**src/rtl/step_seq_pkg.sv**
```systemverilog
// Package: constants and carrier types of the step/direction microstep sequencer
package step_seq_pkg;
	localparam int POS_WIDTH = 10;
	localparam int TABLE_SIZE = 1024;
	localparam int RES_WIDTH = 4;
	localparam logic [3:0] RES_FINEST = 4'h0;
	localparam logic [3:0] RES_FULL = 4'h8;
	localparam logic [9:0] POS_RESET = 10'h000;
	localparam logic [9:0] POS_WRAP_MAX = 10'h3FF;
	localparam int INTERVAL_WIDTH = 20;
	localparam logic [20:0] INTERVAL_MAX = 21'h100000;
	localparam int SUBSTEPS_LOG2 = 8;
	localparam logic [8:0] FULLSTEP_MICROSTEPS = 9'h100;
	localparam int AMP_WIDTH = 9;
	localparam logic [1:0] SYNC_RESET = 2'h0;

	typedef struct packed
	{
		logic step;
		logic dir;
	} step_in_type;

	typedef struct packed
	{
		logic signed [8:0] coil_a;
		logic signed [8:0] coil_b;
	} coil_out_type;

	typedef enum logic [2:0]
	{
		ST_IDLE = 3'b001,
		ST_RUN = 3'b010,
		ST_STILL = 3'b100
	} interp_state_type;
endpackage

```
**src/rtl/sine_lookup.sv**
```systemverilog
// Sine lookup: quarter-wave synthesised table giving signed sine and cosine
`timescale 1ns/1ps
`default_nettype none
module sine_lookup
(
	input wire logic [9:0] pos, // Table position
	output step_seq_pkg::coil_out_type coil // Signed coil currents
);
	// 1024 positions folded onto a 256-entry quarter-wave table built at elaboration
	function automatic logic [8:0] quarter(input logic [7:0] idx);
		real x;
		x = $sin(3.14159265358979 * (real'(idx) + 0.5) / 512.0) * 255.0;
		return 9'(int'(x));
	endfunction

	logic [8:0] quad [256];

	genvar gi;
	generate
		for (gi = 0; gi < 256; gi++)
		begin : g_tab
			assign quad[gi] = quarter(8'(gi));
		end
	endgenerate

	function automatic logic signed [8:0] sine_at(input logic [9:0] p);
		logic [7:0] i;
		logic [8:0] m;
		i = p[8] ? ~p[7:0] : p[7:0];
		m = quad[i];
		return p[9] ? -$signed(m) : $signed(m);
	endfunction

	always_comb
	begin
		coil.coil_a = sine_at(pos); // RULE_22
		coil.coil_b = sine_at(pos + 10'h100); // RULE_22
	end
endmodule
`default_nettype wire

```
**src/rtl/step_dir_microstep_sequencer.sv**
```systemverilog
// Step/direction front end with microstep counter, interpolator and standstill detect
//
// Function
// RULE_01 - Only rising step edges advance the sequence
// RULE_02 - Synchronise step and direction before use
// RULE_03 - Controller keeps step rate at most half clock
// RULE_04 - 1024-entry sine table indexed by position
// RULE_05 - Direction low adds, high subtracts width
// RULE_06 - Width doubles per resolution step, 1 to 256
// RULE_07 - Coarser resolution snaps to nearest valid position
// RULE_08 - Full step visits 128,384,640,896 only
// RULE_09 - Half step starts 64, moves 128
// RULE_10 - Quarter step starts 32, moves 64
// RULE_11 - Coarse positions sit half width off zero
// RULE_12 - Interpolate each step to 256-per-fullstep resolution
// RULE_13 - Two to 256 microsteps per input pulse
// RULE_14 - Time previous interval, split into equal parts
// RULE_15 - Interval measurement spans 2^20 clocks
// RULE_16 - No edge in max interval signals standstill
// RULE_17 - Standstill starts standby reduction if selected
// RULE_18 - Standstill flag clears on next step edge
// RULE_19 - Faster rate adopted after one interval; drop pending
// RULE_20 - Controller should give jitter-free step periods
// RULE_21 - Ten-bit position counter wraps both ways
// RULE_22 - Coil A sine, coil B cosine, signed
`timescale 1ns/1ps
`default_nettype none
module step_dir_microstep_sequencer
#(
	parameter int INTERVAL_LIMIT = 1048576
)
(
	input wire logic clk_sys, // System clock, 200 MHz
	input wire logic reset, // Synchronous reset, active high
	input wire step_seq_pkg::step_in_type step_in, // Raw step and direction pins
	input wire logic [3:0] resolution, // 0 = 256 microsteps ... 8 = full step
	input wire logic interp_enable, // Interpolate to 256x resolution
	input wire logic standby_select_pin, // Enables standby current reduction
	output logic [9:0] microstep_position_count, // Target position from step input
	output logic [9:0] coil_position, // Position driving coil currents
	output step_seq_pkg::coil_out_type coil, // Signed coil A and B currents
	output logic standstill, // Standstill flag
	output logic standstill_event, // One-cycle pulse on standstill
	output logic standby_active // Standby current reduction request
);
	step_seq_pkg::step_in_type sync1_q;
	step_seq_pkg::step_in_type sync2_q;
	logic step_prev_q;
	logic step_edge;
	logic [3:0] res_q;
	logic [9:0] width;
	logic [9:0] half_width;
	logic [9:0] pos_q;
	logic [9:0] pos_d;
	logic [9:0] snapped;
	logic [9:0] coil_q;
	logic [20:0] interval_q;
	logic [20:0] period_q;
	logic [20:0] sub_period;
	logic [20:0] sub_cnt_q;
	logic [8:0] pending_q;
	logic dir_q;
	logic still_q;
	logic still_event_q;
	logic limit_hit;
	step_seq_pkg::interp_state_type state_q;

	// Two-stage synchroniser, first stage read only by the second
	always_ff @(posedge clk_sys)
	begin
		if (reset)
		begin
			sync1_q <= '0;
			sync2_q <= '0;
			step_prev_q <= 1'b0;
		end
		else
		begin
			sync1_q <= step_in; // RULE_02
			sync2_q <= sync1_q; // RULE_02
			step_prev_q <= sync2_q.step;
		end
	end

	assign step_edge = sync2_q.step & ~step_prev_q; // RULE_01

	// Resolution 0..8 maps to widths 1..256; larger codes saturate at full step
	always_comb
	begin
		if (resolution > step_seq_pkg::RES_FULL)
		begin
			width = 10'h100; // RULE_06
		end
		else
		begin
			width = 10'(10'h001 << resolution); // RULE_06
		end
		half_width = width >> 1;
	end

	// Nearest valid grid point: multiples of width offset by half width
	always_comb
	begin
		logic [9:0] mask;
		mask = ~(width - 10'h001);
		snapped = ((pos_q - half_width + (width >> 1)) & mask) + half_width; // RULE_07 RULE_11
	end

	always_comb
	begin
		pos_d = pos_q;
		if (resolution != res_q)
		begin
			pos_d = snapped; // RULE_07
		end
		else if (step_edge)
		begin
			if (sync2_q.dir)
			begin
				pos_d = pos_q - width; // RULE_05 RULE_21
			end
			else
			begin
				pos_d = pos_q + width; // RULE_05 RULE_21
			end
		end
	end

	// Position counter; a step in the cycle of a resolution change is dropped,
	// since the change is seen first and only the snap is applied
	always_ff @(posedge clk_sys)
	begin
		if (reset)
		begin
			pos_q <= step_seq_pkg::POS_RESET;
			res_q <= step_seq_pkg::RES_FINEST;
		end
		else
		begin
			pos_q <= pos_d; // RULE_08 RULE_09 RULE_10
			res_q <= resolution;
		end
	end

	// Interval timer, saturating at the measurable limit
	assign limit_hit = interval_q >= 21'(INTERVAL_LIMIT); // RULE_15 RULE_16

	always_ff @(posedge clk_sys)
	begin
		if (reset)
		begin
			interval_q <= '0;
			period_q <= step_seq_pkg::INTERVAL_MAX;
		end
		else if (step_edge)
		begin
			interval_q <= 21'h000001;
			period_q <= limit_hit ? 21'(INTERVAL_LIMIT) : interval_q; // RULE_14 RULE_19
		end
		else if (!limit_hit)
		begin
			interval_q <= interval_q + 21'h000001; // RULE_15
		end
	end

	// Sub-interval: previous period over 2^resolution, the microsteps per pulse for codes 0..8
	always_comb
	begin
		// Full interval width kept: at the finest resolution (code 0) the sub-period is the whole period
		sub_period = period_q >> resolution; // RULE_14
		if (sub_period == 21'h000000)
		begin
			sub_period = 21'h000001;
		end
	end

	// Interpolator: on each edge in ST_RUN the coil jumps to where the last pulse should
	// have ended, so pending microsteps of a slower interval are dropped
	always_ff @(posedge clk_sys)
	begin
		if (reset)
		begin
			state_q <= step_seq_pkg::ST_IDLE;
			coil_q <= step_seq_pkg::POS_RESET;
			pending_q <= '0;
			sub_cnt_q <= '0;
			dir_q <= 1'b0;
		end
		else if (!interp_enable || resolution != res_q)
		begin
			state_q <= step_seq_pkg::ST_IDLE;
			coil_q <= pos_d;
			pending_q <= '0;
			sub_cnt_q <= '0;
		end
		else
		begin
			case (state_q)
				step_seq_pkg::ST_IDLE, step_seq_pkg::ST_STILL:
				begin
					if (step_edge)
					begin
						// No timing known yet: step straight to target
						coil_q <= pos_d;
						state_q <= step_seq_pkg::ST_RUN;
					end
				end
				step_seq_pkg::ST_RUN:
				begin
					if (step_edge)
					begin
						coil_q <= pos_q; // RULE_19
						dir_q <= sync2_q.dir;
						pending_q <= 9'(width); // RULE_12 RULE_13
						sub_cnt_q <= '0;
					end
					else if (limit_hit)
					begin
						coil_q <= pos_q;
						pending_q <= '0;
						state_q <= step_seq_pkg::ST_STILL;
					end
					else if (pending_q != 9'h000)
					begin
						if (sub_cnt_q + 21'h000001 >= sub_period)
						begin
							sub_cnt_q <= '0;
							pending_q <= pending_q - 9'h001;
							coil_q <= dir_q ? coil_q - 10'h001 : coil_q + 10'h001; // RULE_12 RULE_21
						end
						else
						begin
							sub_cnt_q <= sub_cnt_q + 21'h000001;
						end
					end
				end
				default:
				begin
					state_q <= step_seq_pkg::ST_IDLE;
				end
			endcase
		end
	end

	// Standstill flag: set when limit reached, cleared by next edge
	always_ff @(posedge clk_sys)
	begin
		if (reset)
		begin
			still_q <= 1'b0;
			still_event_q <= 1'b0;
		end
		else
		begin
			still_event_q <= limit_hit & ~still_q & ~step_edge; // RULE_16
			if (step_edge)
			begin
				still_q <= 1'b0; // RULE_18
			end
			else if (limit_hit)
			begin
				still_q <= 1'b1; // RULE_18
			end
		end
	end

	sine_lookup u_sine
	(
		.pos(coil_q), // RULE_04
		.coil(coil)
	);

	assign microstep_position_count = pos_q;
	assign coil_position = coil_q;
	assign standstill = still_q;
	assign standstill_event = still_event_q;
	assign standby_active = still_q & standby_select_pin; // RULE_17
endmodule
`default_nettype wire

```
**config.mk**
```make
export PLATFORM = sky130hd
export DESIGN_NAME = step_dir_microstep_sequencer
export DESIGN_NICKNAME = d
export VERILOG_FILES = /design/src/rtl/step_seq_pkg.sv /design/src/rtl/sine_lookup.sv /design/src/rtl/step_dir_microstep_sequencer.sv
export SDC_FILE = /design/constraint.sdc
export NUM_CORES = 1
export LEC_CHECK = 0
export BUFFER_PORTS_ARGS = -buffer_cell sky130_fd_sc_hd__buf_2
export CAP_MARGIN = 20
export CELL_PAD_IN_SITES_DETAIL_PLACEMENT = 1
export CELL_PAD_IN_SITES_GLOBAL_PLACEMENT = 1
export CORE_MARGIN = 5
export CORE_UTILIZATION = 35
export CTS_CLUSTER_SIZE = 24
export DETAILED_ROUTE_END_ITERATION = 12
export PLACE_DENSITY_LB_ADDON = 0.15
export SETUP_SLACK_MARGIN = 0.3
export SLEW_MARGIN = 20
export SYNTH_ARGS = -nofsm -noshare
export SYNTH_HDL_FRONTEND = slang
export SYNTH_SLANG_ARGS = --single-unit
export TNS_END_PERCENT = 1
```
**constraint.sdc**
```tcl
create_clock -name clk_sys -period 6.4 [get_ports clk_sys]
set_input_delay 0.96 -clock clk_sys [delete_from_list [all_inputs] [get_ports clk_sys]]
set_output_delay 0.96 -clock clk_sys [all_outputs]
set_load 0.1 [all_outputs]
```
Word level (Yosys, flattened, before mapping)
Memory sizes are Yosys's and may differ from the RTL's.
Index checks and enable logic that the tools add are counted.
{"block": "classes", "add_sub_neg": 14, "n_lt_le_gt_ge": 5, "eq_ne": 11, "shift": 2, "n_mux": 36, "bitwise": 14, "n_reduce_logical": 16}
{"operator": "$mux 21", "count": 6}
{"operator": "$mux 10", "count": 11}
{"operator": "$mux 9", "count": 10}
{"operator": "$add 21x1->21 const B", "count": 2}
{"operator": "$ge 21x21->1", "count": 1}
{"operator": "$ge 21x21->1 const B", "count": 1}
{"operator": "$logic_not 21->1", "count": 1}
{"operator": "$shr 21x4->21", "count": 1}
{"operator": "$add 10x9->10", "count": 2}
{"operator": "$pmux 10 s2", "count": 1}
{"operator": "$sub 10x1->10 const B", "count": 2}
{"operator": "$ge 9x9->1 const B", "count": 2}
{"operator": "$neg 9->9", "count": 2}
{"operator": "$not 8->9", "count": 2}
{"operator": "$mux 8", "count": 2}
{"operator": "$not 8->8", "count": 2}
{"operator": "$reduce_and 3->1", "count": 4}
{"operator": "$add 10x1->10 const B", "count": 1}
{"operator": "$add 10x10->10", "count": 1}
{"operator": "$add 10x9->10 const B", "count": 1}
{"operator": "$and 10x10->10", "count": 1}
{"operator": "$ne 5x5->1 const B", "count": 2}
{"operator": "$not 10->10", "count": 1}
{"operator": "$shl 1x4->10 const A", "count": 1}
{"operator": "22 further kinds", "count": 38}
{"block": "word_totals", "ff_bits": 107, "rom_bits": 4608, "input_bits": 10, "out_inout_bits": 41, "elab_cells": 117, "n_memories": 2}
{"name": "(name not given)", "depth": 256, "width": 9, "read_ports": 1, "rd_clocked_by_memory_dff": 0, "wr": 0, "line": "sine_lookup.sv:30", "text": "m = quad[i];"}
{"name": "(name not given)", "depth": 256, "width": 9, "read_ports": 1, "rd_clocked_by_memory_dff": 0, "wr": 0, "line": "sine_lookup.sv:30"}

Longest topological paths before layout
{"block": "depth", "ltp_word": 10, "ltp_mapped": 25, "ltp_nobuf": 23}

Hierarchy
A second synthesis with hierarchy kept.
{"block": "unflattened", "hier_cells": 2088, "hier_area_um2": 14662.8}
{"mod": "step_dir_microstep_sequencer", "n_inst": 1, "cells_per_inst": 1015, "area_each_um2": 7971.4, "seq_area_each_um2": 2142.1}
{"mod": "sine_lookup", "n_inst": 1, "cells_per_inst": 1073, "area_each_um2": 6691.4, "seq_area_each_um2": 0.0}

Worst setup path after synthesis
OpenSTA, ideal clock, no wires.
{"block": "synth_path", "path_kind": "register to output", "from": "register coil_q[8], in the netlist coil_position[8]", "to": "output port coil[6] (netlist bit)", "t_arrival_ns": 6.392, "required_ns": 5.440, "setup_slack_ns": -0.952, "stages_incl_launch_ff": 21, "n_path_buf": 7, "cell_sequence": "dfxtp_1 buf_6 buf_12 buf_6 buf_2 buf_4 buf_2 xor2_1 ha_1 clkbuf_1 nand2_1 o221ai_1 o21ai_0 a2111oi_0 o211ai_1 nand2_1 inv_1 ha_1 inv_1 o31ai_1 xnor2_1"}
{"item": "from (decl)", "line": "step_dir_microstep_sequencer.sv:56", "text": "logic [9:0] coil_q;"}
{"item": "from (signal assigned)", "line": "step_dir_microstep_sequencer.sv:184", "text": "coil_q <= step_seq_pkg::POS_RESET;"}
{"item": "from (signal assigned)", "line": "step_dir_microstep_sequencer.sv:192", "text": "coil_q <= pos_d;"}
{"item": "from (signal assigned)", "line": "step_dir_microstep_sequencer.sv:204", "text": "coil_q <= pos_d;"}
{"item": "to (decl)", "line": "step_dir_microstep_sequencer.sv:41", "text": "output step_seq_pkg::coil_out_type coil,"}

==> flow_summary.yaml <==
status:
  status: "complete, no violations"
hold_path:
  hp-class: "reg -> reg"
floorplan:
  start_util: 0.355
  dieWidth_um: 214
  io_pins: 51
  die_height_um: 214
  dieArea_sq_um: 45900
  core_sq_um: 41100
  row_count: 74
cts:
  htree_levels: 3
  cts_buffer_depth: 2
  holdBufCountCts: 0
  cts_sinks: 107
  cts_buffers: 9
  path_clk_slew_ns: 0.09
  clock-root-buffer: "clkbuf_16"
  cts_tree: "done"
  clk_latency_ns: 0.38
logic_synthesis:
  synthTopCellsByArea: "dfxtp_1 15%, ha_1 8.2%, nor2_1 4.8%"
  synthTopCellsByCount: "186 x nor2_1, 149 x nand2_1, 132 x a21oi_1"
  syn_inst: 1997
  synthFlopType: "dfxtp_1"
  synth_warnings: 0
  synthesis.nets: 2107
  yosysSeqAreaShare: 0.147
  yosysTopAreaCell: "dfxtp_1"
  yosysTopAreaCellShare: 0.147
  ys_types: 103
  synth_edf_count: 0
  ys_ff_latch: 107
  syn_area_sq_um: 14600
  yosys.cell_count.top_type: "nor2_1"
  avgSynthCellArea_sq_um: 7.32
  async_reset_ff_frac: 0
layout:
  drive_gt1_frac: 0.117
  diodes: 0
  area_growth_syn_to_layout_pct: 8.32
  final_cells: 2477
  num-nets-final: 2050
sta:
  setup_tns_ns: 0
  min_period_ns: 5.97
  rsz0062_at_grt: "true"
  hold_viol_final: 0
  fmax_mhz: 168
  slew_headroom: 0.349
  worstMarginPinSlew_ns: 0.977
  period_share: 0.932
  skew_ns: 0.0147
  drv_slew: 0
  final-setup-viol-count: 0
  whs_ns: 0.460
placed_design:
  io_buffers: 50
  dp_hpwl_um: 44800
  dp.cells: 2460
  gp_congestion: 0.983
grt:
  grt_max_degree: 79
  grt_pass1_vias: 15800
  grt_pass1_wl_um: 94400
  gr-total-overflow: 0
  track_usage: 0.252
  antenna_found_initial: 1
power:
  ir_worst_vdd_uv: 970
  finalPower_uw: 7150
  leakage_uw: 0.00601
  power_density_nw_per_um2: 452
setup_path:
  cp_max_fo: 16
  crit_path_end_kind: "output pin"
  critPathKind: "reg -> out"
  worstPathRequired_ns: 5.44
  cp.arrival_ns: 5.01
  start_kind: "flop"
detailed_routing:
  ant_nets: 0
  wire_per_inst_um: 24.6
  dr_total_vias: 16000
  drtIter0Drc: 1371
  routed_via_density: 6.48
  firstDrtPassIters: 5
  routed_wl_um: 61000
  drc: 0
job:
  maxCapViolations: 0
## metal layers
layer  vias to the layer above  routed length [um]  part of all wire  track usage
li1                       7324                   -                 -            -
met5                         -                   0                 0            0
met3                       109                4720             0.077       0.0479
met2                       620               26900              0.44        0.392
met4                         0                1360             0.022       0.0595
met1                      7987               28000              0.46        0.362
## final timing paths
path / slack (ns) / from / end / depth (start not counted)
hold reg to reg: 0.46 / sync1_q[0]$_SDFF_PP0_ / sync2_q[0]$_SDFF_PP0_ / 1
setup reg to reg: 1.60 / period_q[17]$_SDFFE_PP0P_ / pending_q[2]$_SDFFE_PP0P_ / 17
setup / recovery: 0.43 / coil_position[1]$_SDFFE_PP0P_ / coil[16] / 14
hold / removal: 0.46 / sync1_q[0]$_SDFF_PP0_ / sync2_q[0]$_SDFF_PP0_ / 1
## metrics by stage
step	setup WS, ns	area, sq um	util
global placement	0.630	15500	0.376
detailed placement	0.429	15500	0.376
CTS	0.326	15800	0.384
finish	0.433	15800	0.385
floorplan	-0.246	14700	-
global route	0.232	15800	0.385
## sequential cells by signal, summed over array words and instances (netlist names)
name,cells
sync2_q,2
standstill_event,1
res_q,4
period_q,21
standstill,1
interval_q,21
coil_position,10
microstep_position_count,10
sub_cnt_q,21
sync1_q,2
dir_q,1
step_prev_q,1
state_q,3
pending_q,9
## critical path, stage by stage (launching register included)
cell	delay, ns
dfxtp_2	0.61
xor2_1	0.30
buf_4	0.20
ha_1	0.43
inv_1	0.18
ha_1	0.37
mux2_1	0.35
a221oi_2	0.23
a31oi_1	0.07
a221o_1	0.31
a22oi_2	0.27
or3b_4	0.45
o41ai_2	0.41
xor2_2	0.23
buf_12	0.20
## repair_timing
item                       4_1_cts  5_1_grt
setup endpoints to repair        0       13
resized for setup                0        3
buffers inserted                 0        1
## cells in the final DEF, fill, tap and decap left out, types with 29 or more instances in the layout
master,count
mux2i_1,29
nand2b_1,48
a21oi_1,132
xor2_1,47
ha_1,95
nor2b_1,53
nor2_1,186
nand3_1,33
dfxtp_1,100
buf_2,39
xnor2_1,38
inv_1,75
a211oi_1,46
nor3_1,63
nand2_1,149
buf_4,64
o21ai_0,113
## cell type report
class | count | area [sq um]
Sequential cell | 107 | 2160
Timing Repair Buffer | 118 | 958
Clock buffer | 9 | 225
Tap cell | 532 | 666
Inverter | 79 | 297
Multi-Input combinational cell | 1625 | 11400
Clock inverter | 7 | 109
Fill cell | 5121 | 25300
## power breakdown
group / switching [uW] / total (uW) / leakage [uW] / internal, uW
sequential: 94.9 / 791 / 0.000872 / 696
clock: 332 / 624 / 0.000159 / 292
combinational: 3960 / 5740 / 0.00498 / 1780
## logic make-up (layout without fill, tap and decap cells)
| family | after synthesis | in the layout | share of synthesized area |
|---|---|---|---|
| compound gates | 665 | 665 | 0.321 |
| mux | 59 | 59 | 0.0538 |
| xor+xnor | 102 | 102 | 0.0646 |
| flops | 107 | 107 | 0.147 |
| other cells | 1 | 1 | 0.000257 |
| buf+inv | 265 | 213 | 0.0822 |
| simple gates | 697 | 697 | 0.243 |
| fa+ha+maj | 101 | 101 | 0.0884 |
Power figures use the tool's default switching activity.
